File: src/hdl/sap_pkg.sv
/*
 * Shared constants and address helpers for the SRAM bank port link
 * between the framework end and the algorithm end.
 * Assumes both ends run on the same sys_clk.
 */
package sap_pkg;
    // -------------------------------------------------------------------
    // widths
    // -------------------------------------------------------------------
    localparam int ADDR_W = 20;
    localparam int DATA_W = 128;
    localparam int BE_W = 16;
    localparam int SEG_W = 10;
    localparam int MEM_AW = 6;
    // -------------------------------------------------------------------
    // segment geometry
    // -------------------------------------------------------------------
    localparam logic [4:0] SEG_LSB = 5'h0A;
    localparam logic [3:0] SEG_SEL_MAX = 4'h9;
    localparam logic [19:0] ADDR_ONES = 20'hFFFFF;
    // -------------------------------------------------------------------
    // timing counts, in sys_clk cycles, and return buffer depth, in entries
    // -------------------------------------------------------------------
    localparam int LAT_CYC = 10;
    localparam int LAT_STG = LAT_CYC - 1;
    localparam logic [2:0] RST_CYC = 3'h4;
    localparam int FIFO_DEPTH = 8;
    localparam logic [3:0] FIFO_DEPTH_C = 4'h8;

    // low-address mask of a segment; sel 0 is 16KB, 9 is 8MB
    function automatic logic [19:0] seg_mask(input logic [3:0] sel);
        return ~(ADDR_ONES << (5'(sel) + SEG_LSB));
    endfunction : seg_mask

    function automatic logic [19:0] seg_addr(input logic [9:0] base,
                                             input logic [19:0] cnt,
                                             input logic [3:0] sel);
        logic [19:0] m;
        m = seg_mask(sel);
        return ({base, 10'h000} & ~m) | (cnt & m);
    endfunction : seg_addr

    function automatic logic seg_last(input logic [19:0] cnt, input logic [3:0] sel);
        return (cnt & seg_mask(sel)) == seg_mask(sel);
    endfunction : seg_last
endpackage : sap_pkg

File: src/hdl/sap_if.sv
/*
 * Link between framework end (fw) and algorithm end (alg).
 * Assumes both ends clock on sys_clk; no clock travels in it.
 */
`timescale 1ns/1ps
`default_nettype none
interface sap_if;
    logic alg_reset_n;
    logic alg_done;
    logic [sap_pkg::SEG_W-1:0] bank0_segment_base;
    logic [sap_pkg::SEG_W-1:0] bank1_segment_base;
    logic bank0_read_cmd_valid;
    logic [sap_pkg::ADDR_W-1:0] bank0_read_address;
    logic [sap_pkg::DATA_W-1:0] bank0_read_word;
    logic bank0_read_word_valid;
    logic bank1_write_valid;
    logic [sap_pkg::ADDR_W-1:0] bank1_write_address;
    logic [sap_pkg::DATA_W-1:0] bank1_write_word;
    logic [sap_pkg::BE_W-1:0] bank1_write_byte_en;

    modport fw (
        output alg_reset_n, bank0_segment_base, bank1_segment_base,
        output bank0_read_word, bank0_read_word_valid,
        input alg_done, bank0_read_cmd_valid, bank0_read_address,
        input bank1_write_valid, bank1_write_address, bank1_write_word,
        input bank1_write_byte_en
    );
    modport alg (
        input alg_reset_n, bank0_segment_base, bank1_segment_base,
        input bank0_read_word, bank0_read_word_valid,
        output alg_done, bank0_read_cmd_valid, bank0_read_address,
        output bank1_write_valid, bank1_write_address, bank1_write_word,
        output bank1_write_byte_en
    );
endinterface : sap_if
`default_nettype wire

File: src/hdl/sap_fifo.sv
/*
 * Parameterised FIFO with valid/ready on both sides and an occupancy count.
 * Assumes one clock and an active-low asynchronous reset.
 */
`timescale 1ns/1ps
`default_nettype none
module sap_fifo #(
    parameter int WIDTH = 128,
    parameter int DEPTH = 8
) (
    input wire logic sys_clk,
    input wire logic nrst,
    input wire logic in_valid,
    output logic in_ready,
    input wire logic [WIDTH-1:0] in_data,
    output logic out_valid,
    input wire logic out_ready,
    output logic [WIDTH-1:0] out_data,
    output logic [$clog2(DEPTH):0] count
);
    localparam int PW = $clog2(DEPTH);
    logic [WIDTH-1:0] mem [DEPTH];
    logic [PW-1:0] wp_reg;
    logic [PW-1:0] rp_reg;
    logic [PW:0] cnt_reg;
    logic push;
    logic pop;

    assign in_ready = cnt_reg != (PW+1)'(DEPTH);
    assign out_valid = cnt_reg != '0;
    assign out_data = mem[rp_reg];
    assign count = cnt_reg;
    assign push = in_valid & in_ready;
    assign pop = out_valid & out_ready;

    always_ff @(posedge sys_clk or negedge nrst) begin
        if (!nrst) begin
            wp_reg <= '0;
            rp_reg <= '0;
            cnt_reg <= '0;
        end else begin
            if (push) begin
                wp_reg <= (wp_reg == PW'(DEPTH-1)) ? '0 : PW'(wp_reg + 1'b1);
            end
            if (pop) begin
                rp_reg <= (rp_reg == PW'(DEPTH-1)) ? '0 : PW'(rp_reg + 1'b1);
            end
            cnt_reg <= (PW+1)'(cnt_reg + {{PW{1'b0}}, push} - {{PW{1'b0}}, pop});
        end
    end

    // storage has no reset: contents are qualified by the count
    always_ff @(posedge sys_clk) begin
        if (push) begin
            mem[wp_reg] <= in_data;
        end
    end
endmodule : sap_fifo
`default_nettype wire

File: src/hdl/sap_alg.sv
/*
 * Algorithm end: streams one segment of bank 0 through a buffer, applies a
 * key and writes the result segment to bank 1, then flags completion.
 * Assumes the framework end drives alg_reset_n on the same sys_clk.
 */
// What this block does
// - write strobe high when address/data/enables valid
// - read strobe with address; keep issuing bursts
// - at most one 16-byte read per cycle
// - read words return in order, valid-qualified
// - read latency nominally ten cycles
// - capture on valid strobe, never count latency
// - segments allow overlap with DMA loads (here dma loads to bank 0 are blocked while the algorithm is active)
// - segment is iteration memory, power of two
// - segment between 16KB and 8MB
// - segment base maps onto address bits 19:10
// - only bits matching segment size used
// - upper bits latched at reset, counter cleared
// - legal size, one segment per iteration
// - iteration runs from reset release to done
// - segment bases come from programmable register
// - each bank may have its own size
// - ports granted while algorithm active
// - bases moved before each run
`timescale 1ns/1ps
`default_nettype none
module sap_alg (
    input wire logic sys_clk,
    input wire logic nrst,
    sap_if.alg bus,
    input wire logic [3:0] seg_size_sel,
    input wire logic [3:0] out_size_sel,
    input wire logic [127:0] data_key,
    input wire logic user_pause,
    output logic busy
);
    // -------------------------------------------------------------------
    // state
    // -------------------------------------------------------------------
    typedef enum logic [1:0] {
        SAP_ST_IDLE = 2'b00,
        SAP_ST_RUN = 2'b01,
        SAP_ST_DONE = 2'b10
    } sap_alg_st_e;

    typedef struct packed {
        sap_alg_st_e st;
        logic [9:0] base_rd;
        logic [9:0] base_wr;
        logic [3:0] sel_rd;
        logic [3:0] sel_wr;
        logic [127:0] key;
        logic [19:0] rd_cnt;
        logic rd_all;
        logic [19:0] wr_cnt;
        logic [3:0] outst;
        logic cap_v;
        logic [127:0] cap_w;
        logic cmd_v;
        logic [19:0] cmd_a;
        logic wv;
        logic [19:0] wa;
        logic [127:0] ww;
        logic [15:0] wbe;
        logic done;
        logic busy;
    } sap_alg_s;

    sap_alg_s s_reg;
    sap_alg_s s_next;

    logic fifo_in_ready;
    logic fifo_out_valid;
    logic fifo_out_ready;
    logic [127:0] fifo_out_data;
    logic [3:0] fifo_count;
    logic cap_taken;
    logic issue;
    logic wfire;

    // -------------------------------------------------------------------
    // return buffer
    // -------------------------------------------------------------------
    sap_fifo #(
        .WIDTH(sap_pkg::DATA_W),
        .DEPTH(sap_pkg::FIFO_DEPTH)
    ) u_buf (
        .sys_clk(sys_clk),
        .nrst(nrst),
        .in_valid(s_reg.cap_v),
        .in_ready(fifo_in_ready),
        .in_data(s_reg.cap_w),
        .out_valid(fifo_out_valid),
        .out_ready(fifo_out_ready),
        .out_data(fifo_out_data),
        .count(fifo_count)
    );

    function automatic logic [3:0] clamp_sel(input logic [3:0] sel);
        return (sel > sap_pkg::SEG_SEL_MAX) ? sap_pkg::SEG_SEL_MAX : sel;
    endfunction : clamp_sel

    assign cap_taken = s_reg.cap_v & fifo_in_ready;
    // credit: in flight plus buffered never exceeds buffer depth
    assign issue = (s_reg.st == SAP_ST_RUN) & ~s_reg.rd_all &
        ({1'b0, s_reg.outst} + {1'b0, fifo_count} < {1'b0, sap_pkg::FIFO_DEPTH_C});
    assign fifo_out_ready = (s_reg.st == SAP_ST_RUN) & ~user_pause;
    assign wfire = fifo_out_valid & fifo_out_ready;

    // -------------------------------------------------------------------
    // next state
    // -------------------------------------------------------------------
    always_comb begin
        s_next = s_reg;
        s_next.cmd_v = 1'b0;
        s_next.wv = 1'b0;
        s_next.done = 1'b0;

        // input flop; words are taken only when the strobe says so
        s_next.cap_v = bus.bank0_read_word_valid | (s_reg.cap_v & ~fifo_in_ready);
        if (bus.bank0_read_word_valid) begin
            s_next.cap_w = bus.bank0_read_word;
        end
        s_next.outst = 4'(s_reg.outst + {3'h0, issue} - {3'h0, cap_taken});

        if (!bus.alg_reset_n) begin
            // held in reset: latch segment placement, clear counters
            s_next = '0;
            s_next.st = SAP_ST_RUN;
            s_next.base_rd = bus.bank0_segment_base;
            s_next.base_wr = bus.bank1_segment_base;
            s_next.sel_rd = clamp_sel(seg_size_sel);
            s_next.sel_wr = clamp_sel(out_size_sel);
            s_next.key = data_key;
        end else begin
            case (s_reg.st)
                SAP_ST_RUN: begin
                    if (issue) begin
                        // one command per cycle, back to back allowed
                        s_next.cmd_v = 1'b1;
                        s_next.cmd_a = sap_pkg::seg_addr(s_reg.base_rd, s_reg.rd_cnt,
                            s_reg.sel_rd);
                        if (sap_pkg::seg_last(s_reg.rd_cnt, s_reg.sel_rd)) begin
                            s_next.rd_all = 1'b1;
                        end else begin
                            s_next.rd_cnt = s_reg.rd_cnt + 20'h00001;
                        end
                    end
                    if (wfire) begin
                        s_next.wv = 1'b1;
                        s_next.wa = sap_pkg::seg_addr(s_reg.base_wr, s_reg.wr_cnt,
                            s_reg.sel_wr);
                        s_next.ww = fifo_out_data ^ s_reg.key;
                        s_next.wbe = 16'hFFFF;
                        if (sap_pkg::seg_last(s_reg.wr_cnt, s_reg.sel_wr)) begin
                            s_next.done = 1'b1;
                            s_next.st = SAP_ST_DONE;
                        end else begin
                            s_next.wr_cnt = s_reg.wr_cnt + 20'h00001;
                        end
                    end
                end
                SAP_ST_DONE: begin
                    // waits here until the next reset starts a new iteration
                    s_next.st = SAP_ST_DONE;
                end
                SAP_ST_IDLE: begin
                    s_next.st = SAP_ST_IDLE;
                end
                default: begin
                    s_next.st = SAP_ST_IDLE;
                end
            endcase
        end
        s_next.busy = (s_next.st == SAP_ST_RUN);
    end

    always_ff @(posedge sys_clk or negedge nrst) begin
        if (!nrst) begin
            s_reg <= '0;
        end else begin
            s_reg <= s_next;
        end
    end

    // -------------------------------------------------------------------
    // outputs
    // -------------------------------------------------------------------
    assign bus.bank0_read_cmd_valid = s_reg.cmd_v;
    assign bus.bank0_read_address = s_reg.cmd_a;
    assign bus.bank1_write_valid = s_reg.wv;
    assign bus.bank1_write_address = s_reg.wa;
    assign bus.bank1_write_word = s_reg.ww;
    assign bus.bank1_write_byte_en = s_reg.wbe;
    assign bus.alg_done = s_reg.done;
    assign busy = s_reg.busy;
endmodule : sap_alg
`default_nettype wire

File: src/flat_wrapper.sv
// flat-port wrapper written by rule: the top's interface ports become plain ports
module sap_alg_flat 
  (sys_clk, nrst, seg_size_sel, out_size_sel, data_key, user_pause, busy, bus_alg_reset_n, bus_bank0_segment_base, bus_bank1_segment_base, bus_bank0_read_word, bus_bank0_read_word_valid, bus_alg_done, bus_bank0_read_cmd_valid, bus_bank0_read_address, bus_bank1_write_valid, bus_bank1_write_address, bus_bank1_write_word, bus_bank1_write_byte_en);
  sap_if bus_i ();
  input wire logic sys_clk;
  input wire logic nrst;
  input wire logic [3:0] seg_size_sel;
  input wire logic [3:0] out_size_sel;
  input wire logic [127:0] data_key;
  input wire logic user_pause;
  output logic busy;
  input wire logic [$bits(bus_i.alg_reset_n)-1:0] bus_alg_reset_n;
  input wire logic [$bits(bus_i.bank0_segment_base)-1:0] bus_bank0_segment_base;
  input wire logic [$bits(bus_i.bank1_segment_base)-1:0] bus_bank1_segment_base;
  input wire logic [$bits(bus_i.bank0_read_word)-1:0] bus_bank0_read_word;
  input wire logic [$bits(bus_i.bank0_read_word_valid)-1:0] bus_bank0_read_word_valid;
  output wire logic [$bits(bus_i.alg_done)-1:0] bus_alg_done;
  output wire logic [$bits(bus_i.bank0_read_cmd_valid)-1:0] bus_bank0_read_cmd_valid;
  output wire logic [$bits(bus_i.bank0_read_address)-1:0] bus_bank0_read_address;
  output wire logic [$bits(bus_i.bank1_write_valid)-1:0] bus_bank1_write_valid;
  output wire logic [$bits(bus_i.bank1_write_address)-1:0] bus_bank1_write_address;
  output wire logic [$bits(bus_i.bank1_write_word)-1:0] bus_bank1_write_word;
  output wire logic [$bits(bus_i.bank1_write_byte_en)-1:0] bus_bank1_write_byte_en;
  assign bus_i.alg_reset_n = bus_alg_reset_n;
  assign bus_i.bank0_segment_base = bus_bank0_segment_base;
  assign bus_i.bank1_segment_base = bus_bank1_segment_base;
  assign bus_i.bank0_read_word = bus_bank0_read_word;
  assign bus_i.bank0_read_word_valid = bus_bank0_read_word_valid;
  assign bus_alg_done = bus_i.alg_done;
  assign bus_bank0_read_cmd_valid = bus_i.bank0_read_cmd_valid;
  assign bus_bank0_read_address = bus_i.bank0_read_address;
  assign bus_bank1_write_valid = bus_i.bank1_write_valid;
  assign bus_bank1_write_address = bus_i.bank1_write_address;
  assign bus_bank1_write_word = bus_i.bank1_write_word;
  assign bus_bank1_write_byte_en = bus_i.bank1_write_byte_en;
  sap_alg u_core (.sys_clk(sys_clk), .nrst(nrst), .bus(bus_i), .seg_size_sel(seg_size_sel), .out_size_sel(out_size_sel), .data_key(data_key), .user_pause(user_pause), .busy(busy));
endmodule
File: config.mk
export PLATFORM = sky130hd
export DESIGN_NAME = sap_alg_flat
export DESIGN_NICKNAME = d
export VERILOG_FILES = /design/src/hdl/sap_pkg.sv /design/src/hdl/sap_if.sv /design/src/hdl/sap_fifo.sv /design/src/hdl/sap_alg.sv /design/src/flat_wrapper.sv
export SDC_FILE = /design/constraint.sdc
export NUM_CORES = 2
export LEC_CHECK = 0
export BUFFER_PORTS_ARGS = -buffer_cell sky130_fd_sc_hd__buf_2
export CORE_MARGIN = 2
export CORE_UTILIZATION = 55
export DETAILED_ROUTE_END_ITERATION = 8
export PLACE_DENSITY = 0.8
export SLEW_MARGIN = 20
export SYNTH_ARGS = -nofsm -noshare
export SYNTH_HDL_FRONTEND = slang
export SYNTH_SLANG_ARGS = --single-unit
File: constraint.sdc
create_clock -name sys_clk -period 19.3 [get_ports sys_clk]
set_clock_uncertainty 0.1 [all_clocks]
set_input_delay 0 -clock sys_clk [delete_from_list [all_inputs] [get_ports sys_clk]]
set_output_delay 0 -clock sys_clk [all_outputs]
set_load 0.01 [all_outputs]
* Yosys cells after proc, flatten, opt, wreduce, memory -nomap -nowiden
Memory sizes are Yosys's and may differ from the RTL's.
Cells that the tools add are included.
** Storage, ports and cells
- Register bits :: 530
- RAM bits :: 1024
- Input port bits :: 289
- Output and inout port bits :: 188
- Word-level logic and storage cells :: 106
- Memories kept :: 1
** Operators by class
- $add $sub $neg :: 11
- Magnitude comparators :: 3
- Eq/ne operators :: 15
- Shift-type cells :: 2
- Mux-type cells :: 24
- Bitwise gates (word level) :: 21
- Reductions and logical operators :: 6
** Memory list
- u_core.u_buf.mem :: depth 8, width 128, rd ports 1, clocked after Yosys merged registers in 0, wr ports 1, line sap_fifo.sv:22 : logic [WIDTH-1:0] mem [DEPTH];
** Operators with widths (number)
- 187-bit two-way mux :: 2
- 166-bit two-way mux :: 1
- 133-bit two-way mux :: 1
- 128-bit two-way mux :: 1
- 128-bit XOR :: 1
- 41-bit two-way mux :: 2
- 20-bit AND :: 4
- 20-bit NOT :: 4
- 20-bit two-way mux :: 3
- 21-bit two-way mux :: 2
- 20-bit by 1-bit adder with 20-bit output (second input constant) :: 2
- 20-bit == test :: 2
- 20-bit bitwise OR :: 2
- 20-bit by 5-bit << shifter with 20-bit output (first input constant) :: 2
- 4-bit by 4-bit adder with 5-bit output (second input constant) :: 2
- 2-bit by 1-bit != test with 1-bit output (second input constant) :: 5
- 3-bit AND reduction :: 3
- 4-bit by 1-bit adder with 4-bit output :: 2
- 4-bit > comparator (second input constant) :: 2
- 4-bit two-way mux :: 2
- 4-bit by 1-bit subtractor with 4-bit output :: 2
- 3-bit by 1-bit adder with 3-bit output (second input constant) :: 2
- 1-bit AND :: 6
- 3-bit == test (second input constant) :: 2
- other kinds (14) :: 25

* Logic depth before layout (Yosys ltp)
- Word-level depth :: 10
- Depth in mapped cells :: 14
- Depth with buffers taken out :: 12

* By module
A second synthesis with hierarchy kept.
** Second synthesis, totals
- Cell total of the unflattened synthesis :: 3650
- Area, all modules :: 63040.5 um2
** Modules (own cells, without submodules)
- sap_fifo :: times used 1, cells an instance 1537, area an instance 39444.1 um2, sequential area each 30999.7 um2
- sap_alg :: times used 1, cells an instance 2113, area an instance 23596.4 um2, sequential area each 12637.1 um2

* Worst setup path before layout
Ideal clock, no wire load.
- Path type :: register to register
- Start point :: register u_core.u_buf.cnt_reg[2] (netlist: u_core.u_buf.count[2])
- End point :: memory u_core.u_buf.mem[0][0] (enable)
- Library setup time :: 0.929 ns
- Arrival :: 12.905 ns
- Data required time :: 18.271 ns
- Setup slack :: 5.365 ns
- Stages on the path, launching flop included :: 6
- Buffers on the path :: 0
- Clock period less this slack :: 13.935 ns
- Cells stage by stage :: dfrtp_1 inv_1 ha_1 nand2_1 nand2_1 nor4_1
** Between the ends
- Word-level cells in the longest chain between the ends :: 4
** Ends and longest elaborated chain
- from (decl) :: line sap_fifo.sv:25 : logic [PW:0] cnt_reg;
- from (signal assigned) :: line sap_fifo.sv:48 : cnt_reg <= (PW+1)'(cnt_reg + {{PW{1'b0}}, push} - {{PW{1'b0}}, pop});
- 4-bit != test :: line sap_fifo.sv:29 : assign in_ready = cnt_reg != (PW+1)'(DEPTH);
- 1-bit AND :: line sap_fifo.sv:33 : assign push = in_valid & in_ready;
- 1-bit two-way mux :: line sap_fifo.sv:54 : if (push) begin
- 1-bit two-way mux (not written as such) :: line sap_fifo.sv:55 : mem[wp_reg] <= in_data;
- to (decl) :: line sap_fifo.sv:22
Every way passes these cells.

* Final worst setup path
- Start point :: register u_core.u_buf.rp_reg[0]
- End point :: register u_core.s_reg (netlist bit u_core.bus.bank1_write_word[32])
** Between the ends
- Word-level cells in the longest chain between the ends :: 5
** Ends and longest elaborated chain
- from (decl) :: line sap_fifo.sv:24 : logic [PW-1:0] rp_reg;
- from (signal assigned) :: line sap_fifo.sv:46 : rp_reg <= (rp_reg == PW'(DEPTH-1)) ? '0 : PW'(rp_reg + 1'b1);
- memory read 8 x 128 bit
- 128-bit XOR :: line sap_alg.sv:153 : s_next.ww = fifo_out_data ^ s_reg.key;
- 166-bit two-way mux :: line sap_alg.sv:149 : if (wfire) begin
- 187-bit two-way mux :: line sap_alg.sv:136 : case (s_reg.st)
- 187-bit two-way mux :: line sap_alg.sv:126 : if (!bus.alg_reset_n) begin
- to (signal assigned) :: line sap_alg.sv:182 : s_reg <= s_next;
- to (decl) :: line sap_alg.sv:69 : sap_alg_s s_reg;
Every way passes these cells. The select of a mux whose other input is x is not followed.
A chain may end at the register's enable or synchronous reset.

==> impl_metrics.yaml <==
power:
  p_per_area_nw_per_um2: 122.9
  peakVddDrop_v: 0.00009867
  leakage_nw: 29.38
critical_path:
  timing.rr.start: "u_core.u_buf.rp_reg[0]"
  cp_slowest_stage_delay_ns: 0.90
  slowest_stage: "buf_4"
  critPathRequiredTime_ns: 19.85
  path_cells: "buf_4, buf_4, buf_4, mux4_2, mux2i_1, xnor2_1, nand2_1, a21oi_1"
  worstSetupPathType: "reg -> reg"
  critPathBufInv: 3
  critical-path-top-delay-family: "buffers and inverters"
  cp-end-kind: "flop"
  worstPathMaxFanout: 49
  critPathLaunchType: "flop"
  crit_arrival_ns: 5.80
  setup.worst_path.start: "u_core.u_buf.rp_reg[0]"
  crit_top_cell: "buf_4"
sta:
  hold_slack_ns: 0.05122
  worstMarginPinSlew_ns: 1.132
  rsz0062_at_grt: "false"
  finalMaxSlewViolations: 0
  slew_headroom: 0.2453
  fin_setup_tns_ns: 0
  fmax_mhz: 190.6
  setup_violations: 0
  min_period_ns: 5.246
  finalCritPeriodShare: 0.2718
  hold_violations: 0
logic_synthesis:
  synth_ff_type: "edfxtp_1"
  synth_cell_types: 69
  synth_top_cell_by_area: "edfxtp_1"
  seq_area_frac_synth: 0.6961
  syn_avg_cell_area_um2: 16.44
  synth_seq_cells: 1539
  synth-edff-count: 1024
  syn_nets: 4131
  synth_top_area_frac: 0.4905
  synthCells: 3812
  yosysWarnings: 0
  syn_area_um2: 62690
  ys_top_cells_by_area: "edfxtp_1 49%, dfrtp_1 21%, mux4_2 9.2%, mux2i_1 4.7%, mux2_2 2.7%"
  ys_async_sr_fraction: 0.3346
global_route:
  grt_pass1_vias: 40560
  grt_start_max_net_pins: 164
  grt_overflow: 0
  grt_pass1_wl_mm: 252.3
  antenna_found_initial: 13
  globalRouteTotalUtil: 0.2900
drt:
  viasPerCell: 5.979
  drt_iter0_drc: 4263
  wl_per_cell_um: 26.39
  ant_nets: 0
  vias: 38150
  drt-pass1-iter-count: 5
  drc: 0
  wl_mm: 168.4
layout:
  layout_commonest_cell: "edfxtp_1"
  largest_reg_flops: 1024
  area_growth_pct: 22.73
  drive_above_1_share: 0.2476
  fin_nets: 5065
  final_cell_mix: "1024 x edfxtp_1, 635 x dlygate4sd3_1, 512 x dfrtp_1, 473 x buf_2, 360 x nand2_1"
clocking:
  htree_levels: 4
  cts.path.max_buffers: 3
  path_clk_slew_ns: 0.06
  cts_sinks: 1539
  post_cts_resized: 0
  cts_root_buffer: "clkbuf_16"
  clk_latency_ns: 0.77
  cts-buffers-inserted: 154
  cts_tree: "done"
die:
  dieArea_um2: 116700
  core_um2: 112800
  start_util: 0.5557
  die_h_um: 341.6
  die_x_um: 341.6
  row_count: 123
  io_pins: 477
place:
  gp_congestion: 0.8358
  io_buffers: 476
  place_hpwl_mm: 81.27
run_status:
  status: "finished clean"
job:
  drv_cap: 0
hold_path:
  min_from: "data_key[98]"
  min_path_type: "in -> reg"
logic make-up after synthesis:
| logic type | share of synthesized area |
|---|---|
| buffers and inverters | 0.03737 |
| XOR/XNOR | 0.01998 |
| adder cells (fa/ha/maj) | 0.006228 |
| AND/OR/NAND/NOR | 0.04677 |
| flip-flops | 0.6961 |
| AO/OA/AOI/OAI | 0.02798 |
| multiplexers | 0.1655 |
tightest hold or removal path: cells and delay by family:
kind                   cells  cell delay [ns]
muxes                      1             0.14
buffers and inverters      2             0.71
synth_stat cells (6+ instances only):
cell	n
edfxtp_1	1024
dfrtp_1	515
nand2_1	360
mux2i_1	292
mux4_2	256
nor2_1	197
buf_4	185
a21oi_1	171
mux2_2	150
xnor2_1	140
clkbuf_1	130
buf_1	41
inv_1	34
nand3_1	32
buf_2	30
ha_1	28
nand2b_1	24
a211oi_1	23
o21ai_0	22
nand4_1	13
nor4_1	12
and3_1	11
nor3_1	9
a31oi_1	8
a21o_1	7
and2_1	7
o211ai_1	7
a311oi_1	6
nor2b_1	6
timing repair:
| action | CTS | global route |
|---|---|---|
| setup endpoints to repair | 0 | 0 |
| hold endpoints to repair | 404 | 0 |
| setup buffers | 0 | 0 |
| hold buffers | 636 | 0 |
worst paths after layout:
kind                                                     endpoint  slack, ns  cells after the start
max in group asynchronous         u_core.bus.bank1_write_word[37]      16.78                      5
worst min register to register                  u_core.s_reg[500]       0.41                      1
min in group asynchronous       u_core.bus.bank1_write_address[1]       0.42                      4
worst min-delay path                            u_core.s_reg[460]       0.05                      3
worst max register to register    u_core.bus.bank1_write_word[32]      14.05                      8
worst max-delay path              u_core.bus.bank1_write_word[32]      14.05                      8
final cells by class:
class / instances / area [um2]
sequential: 1539 / 43650
fill: 6700 / 35870
multi-input combinational: 1850 / 16760
timing repair buffer: 1167 / 9233
clock buffer: 207 / 4339
tap: 1500 / 1877
clock inverter: 78 / 925.9
inverter: 34 / 140.1
antenna: 6 / 15.01
per-stage QoR:
stage / instances / setup slack (ns) / util / area, um2 / total power [mW]
2_1_floorplan: 3812 / 5.365 / - / 62690 / 5.743
3_3_place_gp: 5454 / 14.22 / 0.5786 / 65270 / 6.132
3_5_place_dp: 5454 / 14.11 / 0.5786 / 65270 / 6.194
4_1_cts: 6375 / 14.02 / 0.6819 / 76920 / 9.369
5_1_grt: 6380 / 13.52 / 0.6820 / 76930 / 9.788
6_report: 6381 / 14.05 / 0.6820 / 76940 / 9.455
per-layer routing:
layer | global-route usage | part of all wire | vias to the layer above
met2 | 0.4989 | 0.51 | 2339
met4 | 0.1186 | 0.038 | 10
met1 | 0.3628 | 0.36 | 19400
li1 | - | - | 15920
met5 | 0 | 0.00031 | -
met3 | 0.05650 | 0.085 | 482
power breakdown:
group | total [mW] | leakage, nW | internal, mW | switching, mW
Clock | 3.12 | 2.58 | 1.80 | 1.32
Sequential | 4.11 | 16.1 | 3.85 | 0.260
Combinational | 2.23 | 10.7 | 1.07 | 1.16
Total | 9.46 | 29.4 | 6.71 | 2.74
Note: power is estimated with default switching activity, not from simulation.
